--- config.mk ---
export PLATFORM = sky130hd
export DESIGN_NAME = usbmc_regs
export DESIGN_NICKNAME = d
export VERILOG_FILES = /design/src/core/usbmc_pkg.sv /design/src/core/usbmc_regs.sv /design/src/core/usbmc_clock_output_pin.sv
export SDC_FILE = /design/constraint.sdc
export NUM_CORES = 1
export LEC_CHECK = 0
export BUFFER_PORTS_ARGS = -buffer_cell sky130_fd_sc_hd__buf_2
export CAP_MARGIN = 0
export CORE_ASPECT_RATIO = 0.5
export CORE_MARGIN = 1
export CORE_UTILIZATION = 47
export DETAILED_ROUTE_END_ITERATION = 7
export GPL_ROUTABILITY_DRIVEN = 0
export PLACE_DENSITY_LB_ADDON = 0.2
export SETUP_SLACK_MARGIN = 0.02
export SLEW_MARGIN = 20
export SYNTH_ARGS = -nofsm -noshare
export SYNTH_HDL_FRONTEND = slang
export SYNTH_SLANG_ARGS = --single-unit
export TNS_END_PERCENT = 10
--- constraint.sdc ---
create_clock -name clock -period 3.86 [get_ports clock]
set_clock_uncertainty 0.05 [all_clocks]
set_input_delay 0.965 -clock clock [delete_from_list [all_inputs] [get_ports clock]]
set_output_delay 0.965 -clock clock [all_outputs]
set_load 0.02 [all_outputs]
--- src/core/usbmc_pkg.sv ---
// package: offsets, field layouts, reset values and timing for the usb node main control registers
package usbmc_pkg;

  // register byte offsets on the avalon slave, one aligned word each
  localparam logic [3:0] MAIN_CONTROL_OFS        = 4'h0;
  localparam logic [3:0] CLOCK_CONFIGURATION_OFS = 4'h4;
  localparam logic [3:0] CHIP_REVISION_OFS       = 4'h8;
  localparam logic [3:0] NODE_STATE_CONTROL_OFS  = 4'hc;

  // main_control field positions
  localparam int SOFT_RESET_BIT_POS   = 0;
  localparam int REGULATOR_ENABLE_POS = 2;
  localparam int ATTACH_BIT_POS       = 3;
  localparam int IRQ_MODE_LSB         = 6;

  // clock_configuration field positions
  localparam int CLOCK_DIVISOR_LSB  = 0;
  localparam int CLOCK_OUT_DIS_POS  = 7;

  // node_state_control field position
  localparam int NODE_STATE_LSB = 0;

  // values after reset
  localparam logic [3:0] CLOCK_DIVISOR_RST = 4'hb;
  localparam logic [1:0] IRQ_MODE_RST      = 2'h0;

  // clock rate and length of the internal soft reset sequence
  localparam int         CLK_HZ            = 50000000;
  localparam logic [3:0] SOFT_RESET_CYCLES = 4'h8;

  // interrupt pin behaviour
  typedef enum logic [1:0] {
    USBMC_IRQ_OFF,
    USBMC_IRQ_LOW_OD,
    USBMC_IRQ_HIGH_PP,
    USBMC_IRQ_LOW_PP
  } usbmc_irq_mode_t;

  // node functional state, declaration order equals the field encoding
  typedef enum logic [1:0] {
    USBMC_BUS_RESET_STATE,
    USBMC_RESUME_STATE,
    USBMC_OPERATIONAL_STATE,
    USBMC_SUSPEND_STATE
  } usbmc_node_state_t;

  // main control fields held by the block
  typedef struct packed {
    usbmc_irq_mode_t irq_output_mode;
    logic            attach_bit;
    logic            regulator_enable;
  } usbmc_main_t;

  // clock configuration fields
  typedef struct packed {
    logic       clock_output_disable;
    logic [3:0] clock_divisor;
  } usbmc_clkcfg_t;

  // controls handed to the transceiver and the endpoint logic
  typedef struct packed {
    logic regulator_on;
    logic force_se0;
    logic resume_k;
    logic xcvr_suspend;
    logic ep_disable;
    logic ep_ctrl_reset;
    logic state_freeze;
  } usbmc_node_ctl_t;

endpackage

--- src/core/usbmc_regs.sv ---
// module: main control register group of the usb node, avalon-mm slave
`timescale 1ns/1ps
module usbmc_regs
  import usbmc_pkg::*;
#(
  parameter logic [3:0] REVISION = 4'h5     // arbitrary neutral revision value
)
(
  input  wire logic        clock,            // system clock, 50 mhz
  input  wire logic        rst,              // hardware reset, async high
  input  wire logic [3:0]  address,          // avalon byte address
  input  wire logic        read,             // avalon read request
  input  wire logic        write,            // avalon write request
  input  wire logic [31:0] writedata,        // avalon write data
  input  wire logic [3:0]  byteenable,       // avalon byte enables
  output logic [31:0]      readdata,         // avalon read data, registered
  output logic             waitrequest,      // avalon stall
  input  wire logic        irq_request,      // device interrupt, same clock
  output logic             irq_pin_o,        // interrupt pin level
  output logic             irq_pin_oe,       // interrupt pin drive enable
  output logic             clock_output_pin, // divided clock output
  input  wire logic        bus_activity,     // usb non-idle from transceiver pin
  output logic             resume_detect,    // one-cycle resume event pulse
  output logic             soft_reset_out,   // device-wide soft reset level
  output usbmc_node_ctl_t  node_ctl          // transceiver and endpoint controls
);

  // bus handshake and read path
  logic        ack_r;          // answer cycle of the current request
  logic        ack_nxt;
  logic [31:0] rdata_r;        // registered read data
  logic [31:0] rdata_nxt;
  logic        wr_commit;      // write takes effect at this edge

  // register storage
  usbmc_main_t       main_r;   // main control fields
  usbmc_main_t       main_nxt;
  usbmc_clkcfg_t     ccfg_r;   // clock configuration
  usbmc_clkcfg_t     ccfg_nxt;
  usbmc_node_state_t node_r;   // node functional state
  usbmc_node_state_t node_nxt;
  logic [3:0]        soft_reset_bit_cnt_r;  // cycles left in soft reset
  logic [3:0]        soft_reset_bit_cnt_nxt;
  logic              soft_reset_bit_act;    // soft reset sequence running

  // pin and output registers
  logic            irq_o_r;    // interrupt pin level
  logic            irq_o_nxt;
  logic            irq_oe_r;   // interrupt pin enable
  logic            irq_oe_nxt;
  usbmc_node_ctl_t ctl_r;      // registered node controls
  usbmc_node_ctl_t ctl_nxt;

  // bus activity synchroniser and edge detector
  logic act_s1_r;   // first stage, read only by second
  logic act_s2_r;   // second stage
  logic act_s3_r;   // delayed copy for edge detect
  logic rsm_r;      // resume event pulse
  logic rsm_nxt;

  // true when a committed write targets the given offset with lane 0 enabled
  function automatic logic wr_hit(input logic [3:0] ofs);
    wr_hit = wr_commit && (address == ofs) && byteenable[0];
  endfunction

  // one wait cycle per request, then a single answer cycle
  always_comb begin
    ack_nxt   = (read || write) && !ack_r;
    wr_commit = write && ack_r;
  end

  assign waitrequest = (read || write) && !ack_r;

  // read mux, reserved bits read as zero
  always_comb begin
    rdata_nxt = rdata_r;
    if (read && !ack_r) begin
      rdata_nxt = 32'h0000_0000;
      case (address)
        MAIN_CONTROL_OFS: begin
          rdata_nxt[SOFT_RESET_BIT_POS]   = soft_reset_bit_act;
          rdata_nxt[REGULATOR_ENABLE_POS] = main_r.regulator_enable;
          rdata_nxt[ATTACH_BIT_POS]       = main_r.attach_bit;
          rdata_nxt[IRQ_MODE_LSB +: 2]    = main_r.irq_output_mode;
        end
        CLOCK_CONFIGURATION_OFS: begin
          rdata_nxt[CLOCK_DIVISOR_LSB +: 4] = ccfg_r.clock_divisor;
          rdata_nxt[CLOCK_OUT_DIS_POS]      = ccfg_r.clock_output_disable;
        end
        CHIP_REVISION_OFS: begin
          rdata_nxt[3:0] = REVISION;
        end
        NODE_STATE_CONTROL_OFS: begin
          rdata_nxt[NODE_STATE_LSB +: 2] = node_r;
        end
        default: begin
          rdata_nxt = 32'h0000_0000;  // unmapped reads answer zero
        end
      endcase
    end
  end

  // bus registers
  always_ff @(posedge clock or posedge rst) begin
    if (rst) begin
      ack_r   <= 1'b0;
      rdata_r <= 32'h0000_0000;
    end else begin
      ack_r   <= ack_nxt;
      rdata_r <= rdata_nxt;
    end
  end

  assign readdata = rdata_r;

  // soft reset sequencer: a write of one starts a fixed-length count
  always_comb begin
    soft_reset_bit_act     = (soft_reset_bit_cnt_r != 4'h0);
    soft_reset_bit_cnt_nxt = soft_reset_bit_cnt_r;
    if (soft_reset_bit_act) begin
      soft_reset_bit_cnt_nxt = soft_reset_bit_cnt_r - 4'h1;
    end else if (wr_hit(MAIN_CONTROL_OFS) && writedata[SOFT_RESET_BIT_POS]) begin
      soft_reset_bit_cnt_nxt = SOFT_RESET_CYCLES;
    end
  end

  // main control and node state, soft reset wins over software writes
  always_comb begin
    main_nxt = main_r;
    node_nxt = node_r;
    if (wr_hit(MAIN_CONTROL_OFS)) begin
      // only defined bits are stored, reserved positions never hold a value
      main_nxt.regulator_enable = writedata[REGULATOR_ENABLE_POS];
      main_nxt.attach_bit       = writedata[ATTACH_BIT_POS];
      main_nxt.irq_output_mode  = usbmc_irq_mode_t'(writedata[IRQ_MODE_LSB +: 2]);
    end
    if (wr_hit(NODE_STATE_CONTROL_OFS)) begin
      node_nxt = usbmc_node_state_t'(writedata[NODE_STATE_LSB +: 2]);
    end
    if (soft_reset_bit_act) begin
      // regulator enable survives, it clears on hardware reset only
      main_nxt.attach_bit      = 1'b0;
      main_nxt.irq_output_mode = usbmc_irq_mode_t'(IRQ_MODE_RST);
      node_nxt                 = USBMC_BUS_RESET_STATE;
    end
  end

  // clock configuration ignores soft reset
  always_comb begin
    ccfg_nxt = ccfg_r;
    if (wr_hit(CLOCK_CONFIGURATION_OFS)) begin
      ccfg_nxt.clock_divisor        = writedata[CLOCK_DIVISOR_LSB +: 4];
      ccfg_nxt.clock_output_disable = writedata[CLOCK_OUT_DIS_POS];
    end
  end

  // register storage, hardware reset clears everything but the divisor, which loads CLOCK_DIVISOR_RST
  always_ff @(posedge clock or posedge rst) begin
    if (rst) begin
      main_r.regulator_enable <= 1'b0;
      main_r.attach_bit       <= 1'b0;
      main_r.irq_output_mode  <= USBMC_IRQ_OFF;
      ccfg_r.clock_divisor    <= CLOCK_DIVISOR_RST;
      ccfg_r.clock_output_disable <= 1'b0;
      node_r                  <= USBMC_BUS_RESET_STATE;
      soft_reset_bit_cnt_r              <= 4'h0;
    end else begin
      main_r     <= main_nxt;
      ccfg_r     <= ccfg_nxt;
      node_r     <= node_nxt;
      soft_reset_bit_cnt_r <= soft_reset_bit_cnt_nxt;
    end
  end

  // interrupt pin shaping per selected mode
  always_comb begin
    case (main_r.irq_output_mode)
      USBMC_IRQ_OFF: begin
        irq_o_nxt  = 1'b0;
        irq_oe_nxt = 1'b0;
      end
      USBMC_IRQ_LOW_OD: begin
        irq_o_nxt  = 1'b0;
        irq_oe_nxt = irq_request;  // pull low only while asserted
      end
      USBMC_IRQ_HIGH_PP: begin
        irq_o_nxt  = irq_request;
        irq_oe_nxt = 1'b1;
      end
      USBMC_IRQ_LOW_PP: begin
        irq_o_nxt  = !irq_request;
        irq_oe_nxt = 1'b1;
      end
      default: begin
        irq_o_nxt  = 1'b0;
        irq_oe_nxt = 1'b0;
      end
    endcase
  end

  // node controls decoded from state and main control
  always_comb begin
    ctl_nxt               = '0;
    ctl_nxt.regulator_on  = main_r.regulator_enable;
    ctl_nxt.force_se0     = !main_r.attach_bit;
    ctl_nxt.resume_k      = (node_r == USBMC_RESUME_STATE);
    ctl_nxt.ep_disable    = (node_r == USBMC_BUS_RESET_STATE);
    ctl_nxt.xcvr_suspend  = (node_r == USBMC_SUSPEND_STATE);
    ctl_nxt.ep_ctrl_reset = (node_r == USBMC_SUSPEND_STATE);
    ctl_nxt.state_freeze  = (node_r == USBMC_SUSPEND_STATE);
  end

  // resume event on a rising edge of bus activity while suspended
  always_comb begin
    rsm_nxt = act_s2_r && !act_s3_r && (node_r == USBMC_SUSPEND_STATE);
  end

  // output and synchroniser registers
  always_ff @(posedge clock or posedge rst) begin
    if (rst) begin
      irq_o_r  <= 1'b0;
      irq_oe_r <= 1'b0;
      ctl_r    <= '0;
      act_s1_r <= 1'b0;
      act_s2_r <= 1'b0;
      act_s3_r <= 1'b0;
      rsm_r    <= 1'b0;
    end else begin
      irq_o_r  <= irq_o_nxt;
      irq_oe_r <= irq_oe_nxt;
      ctl_r    <= ctl_nxt;
      act_s1_r <= bus_activity;
      act_s2_r <= act_s1_r;
      act_s3_r <= act_s2_r;
      rsm_r    <= rsm_nxt;
    end
  end

  assign irq_pin_o      = irq_o_r;
  assign irq_pin_oe     = irq_oe_r;
  assign node_ctl       = ctl_r;
  assign resume_detect  = rsm_r;
  assign soft_reset_out = soft_reset_bit_act;

  // divided clock output, reset by hardware reset only
  usbmc_clock_output_pin u_clock_output_pin (
    .clock   (clock),
    .rst     (rst),
    .divisor (ccfg_r.clock_divisor),
    .freeze  (ccfg_r.clock_output_disable),
    .clk_out (clock_output_pin)
  );

endmodule

--- src/core/usbmc_clock_output_pin.sv ---
// module: glitch-free divided clock output with freeze control
`timescale 1ns/1ps
module usbmc_clock_output_pin
  import usbmc_pkg::*;
(
  input  wire logic       clock,     // system clock
  input  wire logic       rst,       // hardware reset only, async high
  input  wire logic [3:0] divisor,   // period is divisor plus one cycles, two cycles for divisor zero
  input  wire logic       freeze,    // hold output level
  output logic            clk_out    // divided clock output
);

  logic       out_r;       // present output level
  logic       out_nxt;
  logic [3:0] cnt_r;       // cycles spent in current phase
  logic [3:0] cnt_nxt;
  logic       frz_r;       // freeze seen last cycle
  logic       frz_nxt;
  logic [4:0] per;         // full period in cycles
  logic [3:0] hi_len;      // high phase length
  logic [3:0] lo_len;      // low phase length
  logic [3:0] cur_len;     // length of the running phase

  // phase lengths follow the live divisor, so a change stretches or shortens the phase under way
  always_comb begin
    per     = {1'b0, divisor} + 5'h01;
    hi_len  = per[4:1] + {3'h0, per[0]};
    lo_len  = (per[4:1] == 4'h0) ? 4'h1 : per[4:1];  // divisor zero cannot halve, runs at half rate
    cur_len = out_r ? hi_len : lo_len;
    out_nxt = out_r;
    cnt_nxt = cnt_r;
    frz_nxt = freeze;
    if (freeze) begin
      out_nxt = out_r;
      cnt_nxt = cnt_r;
    end else if (frz_r) begin
      out_nxt = 1'b1;  // fresh period starts with a high phase
      cnt_nxt = 4'h0;
    end else if (cnt_r + 4'h1 >= cur_len) begin
      out_nxt = ~out_r;  // toggle only at a phase end, no runt pulse
      cnt_nxt = 4'h0;
    end else begin
      cnt_nxt = cnt_r + 4'h1;
    end
  end

  // state registers
  always_ff @(posedge clock or posedge rst) begin
    if (rst) begin
      out_r <= 1'b1;
      cnt_r <= 4'h0;
      frz_r <= 1'b0;
    end else begin
      out_r <= out_nxt;
      cnt_r <= cnt_nxt;
      frz_r <= frz_nxt;
    end
  end

  assign clk_out = out_r;

endmodule

Word level (Yosys, flattened, before mapping)
Index checks and enable logic that the tools add are counted.
{"block": "word_totals", "ff_bits": 39, "in_bits": 46, "output_inout_bits": 45}
{"block": "classes", "n_addsub": 4, "n_lt_le_gt_ge": 1, "n_eq_ne": 8, "n_mux": 19, "bitwise": 2, "n_reduce_logical": 29}
{"operator": "$mux W4", "n": 7}
{"operator": "$logic_and A1 B1 Y1", "n": 12}
{"operator": "$eq A4 B4 Y1 const B", "n": 2}
{"operator": "$logic_not A4 Y1", "n": 2}
{"operator": "$reduce_bool A2 Y1", "n": 4}
{"operator": "$eq A2 B2 Y1 const B", "n": 3}
{"operator": "$pmux W1 S3", "n": 2}
{"operator": "$pmux W2 S3", "n": 1}
{"operator": "$add A4 B1 Y5 const B", "n": 1}
{"operator": "$add A4 B1 Y4", "n": 1}
{"operator": "$add A4 B1 Y4 const B", "n": 1}
{"operator": "$eq A2 B1 Y1 const B", "n": 2}
{"operator": "$eq A4 B3 Y1 const B", "n": 1}
{"operator": "$ge A4 B4 Y1", "n": 1}
{"operator": "$logic_not A1 Y1", "n": 4}
{"operator": "$logic_not A2 Y1", "n": 2}
{"operator": "$mux W2", "n": 2}
{"operator": "$pmux W1 S2", "n": 2}
{"operator": "$pmux W1 S4", "n": 1}
{"operator": "$reduce_bool A4 Y1", "n": 1}
{"operator": "$reduce_or A2 Y1", "n": 2}
{"operator": "$sub A4 B1 Y4 const B", "n": 1}
{"operator": "$mux W1", "n": 3}
{"operator": "$mux W3", "n": 1}
{"operator": "other kinds (3)", "n": 4}

Depth between registers and ports, before layout
{"block": "logic_depth", "depth_word": 7, "ltp_mapped": 11, "mapped_depth_nobuf": 11}

Modules after synthesis
Synthesis repeated with hierarchy kept, for this count alone.
{"block": "unflattened", "hier_cells": 206, "area_unflattened_um2": 2138.3}
{"mod": "usbmc_regs", "n_inst": 1, "cells_each": 142, "area_per_inst_um2": 1587.8}
{"mod": "usbmc_clock_output_pin", "n_inst": 1, "cells_each": 64, "area_per_inst_um2": 550.5}

Worst setup path after synthesis
No wires, ideal clock.
{"block": "synth_timing", "kind": "register to register", "from": "register ccfg_r[0] (netlist bit)", "to": "register u_clock_output_pin.cnt_r[3]", "setup_time_ns": 0.092, "arrival_time_ns": 2.668, "required_time_ns": 3.718, "path_slack_ns": 1.050, "stages_incl_launch_ff": 12, "synth_period_minus_slack_ns": 2.810, "path_cell_list": "dfstp_2 > ha_1 > xor2_1 > ha_1 > nand2_1 > xor2_1 > xnor2_1 > ha_1 > o21a_1 > or3_2 > and2_4 > o31ai_2"}
{"block": "synth_via", "elab_chain_cells": 7, "elab_cells_between_ends": 8}
{"element": "start: declaration", "line_no": "usbmc_regs.sv:38", "rtl": "usbmc_clkcfg_t ccfg_r;"}
{"element": "start signal: assignment", "line_no": "usbmc_regs.sv:169", "rtl": "ccfg_r <= ccfg_nxt;"}
{"element": "$add A4 B1 Y5 (*)", "line_no": "usbmc_clock_output_pin.sv:26", "rtl": "per = {1'b0, divisor} + 5'h01;"}
{"element": "branches (longest 2 deep; another with $add A4 B1 Y4)"}
{"element": "$mux W4 (*)", "line_no": "usbmc_clock_output_pin.sv:29", "rtl": "cur_len = out_r ? hi_len : lo_len;"}
{"element": "$ge A4 B4 Y1 (*)", "line_no": "usbmc_clock_output_pin.sv:39", "rtl": "end else if (cnt_r + 4'h1 >= cur_len) begin"}
{"element": "$mux W4 (*)", "line_no": "usbmc_clock_output_pin.sv:39"}
{"element": "$mux W4 (*)", "line_no": "usbmc_clock_output_pin.sv:36", "rtl": "end else if (frz_r) begin"}
{"element": "end signal: assignment", "line_no": "usbmc_clock_output_pin.sv:55", "rtl": "cnt_r <= cnt_nxt;"}
{"element": "end: declaration", "line_no": "usbmc_clock_output_pin.sv:15", "rtl": "logic [3:0] cnt_r;"}
Mark *: on every way between the ends.
A chain may end at the register's enable or synchronous reset.

Final worst setup path
Ends and elaborated chain as after synthesis.

==> impl_metrics.csv <==
group,metric,value,unit
clock_network,clock-root-buffer,"clkbuf_8",
pwr,internal_power,800,uW
yosys,synth.top_cells.by_area,"dfrtp_1 42%, buf_4 10%, dfstp_2 5.0%, ha_1 4.8%, mux2_2 4.3%",
setup_path,start_kind,"flip-flop",
global_routing,grt_pass1_vias,1363,
drt,ant_nets,0,
floorplanning,die_w,96.5,um
place,io_buffers,35,
timing,slew_violations,0,
pwr,vdd_drop_max,219,uV
timing,setup_viol,0,
drt,firstDrtPassIters,4,
floorplanning,core,4080,um^2
clock_network,postCtsSetupRepairBufs,0,
yosys,synth_cell_type_count,44,
yosys,syn_inst,206,
clock_network,cts_tree,"yes",
setup_path,required,4.02,ns
place,hpwlAfterDp,2.73,mm
clock_network,clk_pin_slew_worst_paths,0.08,ns
worst_hold_path,min_path_type,"reg -> reg",
pwr,switching_share,0.327,
yosys,yosysSeqAreaShare,0.467,
setup_path,critPathCaptureType,"flip-flop",
floorplanning,io_pins,91,
yosys,synth_warnings,0,
pwr,fin_total_pwr,1.19,mW
floorplanning,dieHeight,49.3,um
setup_path,crit_type,"reg -> reg",
yosys,postSynthAreaPerCell,10.2,um^2
yosys,synth_top_area_frac,0.417,
timing,tightestPinTransition,0.591,ns
pwr,comb_power_share,0.276,
timing,maxSlewHeadroom,0.596,
drt,viasPerCell,4.98,
flow_run,cap_viol_max_count,0,
clock_network,clk_latency,0.30,ns
yosys,synth_largest_area_cell,"dfrtp_1",
layout,layout_common_cells,"35 x dfrtp_1, 35 x buf_2, 26 x conb_1",
pwr,p_leak,1.22,nW
clock_network,hold_buffers,0,
global_routing,grt_pass1_wl,6.28,mm
setup_path,cp_max_fo,7,
yosys,async_reset_ff_frac,1.00,
timing,finalHoldViolCount,0,
global_routing,grt.overflow.total,0,
timing,layout_worst_path_cycle_share,0.777,
layout,drive_above_1_share,0.270,
yosys,synth-seq-cells,39,
pwr,p_clk_frac,0.291,
timing,period_needed,3.00,ns
floorplanning,dieArea,4750,um^2
pwr,switchingPower,388,uW
pwr,p_per_area,512,nW/um^2
clock_network,cts_buffer_depth,2,
drt,wl_per_cell,12.8,um
layout,n_antenna_cell,0,
drt,drt-initial-drc-count,30,
timing,rsz0062_at_grt,"no",
pwr,seq_power_share,0.433,
outcome,status,"completed",
layout,fin_cells,295,
global_routing,grt_usage,0.180,
clock_network,cts.sinks,39,
global_routing,antenna_found_initial,0,
drt,via_count,1470,
setup_path,worst_ep_arrival_time,3.16,ns
floorplanning,start_util,0.514,
layout,nNetsFinal,294,
place,dp_cells,287,
yosys,synthFlopType,"dfrtp_1",
layout,syn2layout_area_growth,10.5,%
drt,drcViolationCount,0,
drt,routed_wl,3.79,mm
floorplanning,std_cell_rows,16,
global_routing,grt_max_degree,40,
clock_network,htree_levels,2,
timing,finalSetupTns,0,ns
clock_network,cts-buffers-inserted,5,
yosys,synth_edf_count,0,
timing,fmax,334,MHz
clock_network,post_cts_resized,0,
yosys,syn_area,2100,um^2
timing,hold-worst-slack,0.313,ns
[registers in the layout, summed over array words and instances (netlist names)]
signal / flops
ack_r: 1
act_s1_r: 1
act_s2_r: 1
act_s3_r: 1
ccfg_r: 5
ctl_nxt: 1
irq_pin_o: 1
irq_pin_oe: 1
main_r: 3
node_ctl: 5
node_r: 2
readdata: 6
resume_detect: 1
soft_reset_bit_cnt_r: 4
u_clock_output_pin.clk_out: 1
u_clock_output_pin.cnt_r: 4
u_clock_output_pin.frz_r: 1
[routing by layer]
layer,vias to the layer above,GRT usage,share of wire
li1,720,-,-
met1,693,0.227,0.48
met2,50,0.288,0.46
met3,7,0.0483,0.045
met4,0,0.0882,0.022
met5,-,0,0
[Yosys cell counts (2+ instances only)]
library cell  instances
a21o_1                3
a21oi_1               5
and2_1                2
buf_2                 2
buf_4                28
clkbuf_1              4
dfrtp_1              35
dfstp_2               4
ha_1                  8
inv_1                 7
mux2_2                8
mux2i_1               5
nand2_1              24
nand2b_1              3
nand3_1               7
nor2_1               12
nor2b_1               2
o21ai_0              12
o311ai_0              2
o31ai_1               3
or2_2                 2
or3_2                 2
xor2_1                5
[kinds of logic after synthesis]
group           share of synthesized area
simple gates                        0.163
buf+inv                             0.125
flops                               0.467
compound gates                      0.104
mux                                0.0667
fa+ha+maj                          0.0477
xor+xnor                           0.0250
other cells                       0.00179
[final timing paths]
check / from / endpoint / slack (ns) / cells after the start
worst max-delay path: ccfg_r[0] / u_clock_output_pin.cnt_r[3] / 0.86 / 11
min in group asynchronous: rst / readdata[2] / 0.73 / 3
worst max register to register: ccfg_r[0] / u_clock_output_pin.cnt_r[3] / 0.86 / 11
max in group asynchronous: rst / ccfg_r[3] / 2.66 / 3
worst min register to register: act_s1_r / act_s2_r / 0.31 / 0
worst min-delay path: act_s1_r / act_s2_r / 0.31 / 0
[critical path, cell delays in order (launching register included)]
cell and delay (ns):
dfstp_2 0.59, ha_1 0.28, xor2_1 0.21, ha_1 0.18
nand2_1 0.06, xor2_1 0.15, xnor2_1 0.13, ha_1 0.29
o21a_1 0.18, or3_2 0.42, and2_4 0.16, o31ai_2 0.19
[metrics by stage]
step | setup WS (ns) | cell area (um^2) | utilization
CTS | 0.872 | 2320 | 0.568
global route | 0.496 | 2320 | 0.568
detailed placement | 0.897 | 2210 | 0.541
finish | 0.862 | 2320 | 0.568
floorplan | 1.05 | 2190 | -
global placement | 0.942 | 2210 | 0.541
[power by group through the flow]
stage | clock network, mW | registers, mW | logic (mW)
CTS | 0.356 | 0.516 | 0.330
global placement | 0 | 0.520 | 0.320
finish | 0.345 | 0.515 | 0.328
detailed placement | 0 | 0.524 | 0.328
global route | 0.368 | 0.526 | 0.374
floorplan | 0 | 0.524 | 0.267
[final cells by class]
| class | count | area [um^2] |
|---|---|---|
| fillers | 374 | 1760 |
| clock buffers | 5 | 68.8 |
| clock inverters | 3 | 43.8 |
| repair buffers | 36 | 183 |
| well taps | 54 | 67.6 |
| flip-flops and latches | 39 | 981 |
| inverters | 7 | 26.3 |
| multi-input cells | 151 | 951 |
No activity file was read; power rests on OpenSTA's default activity.
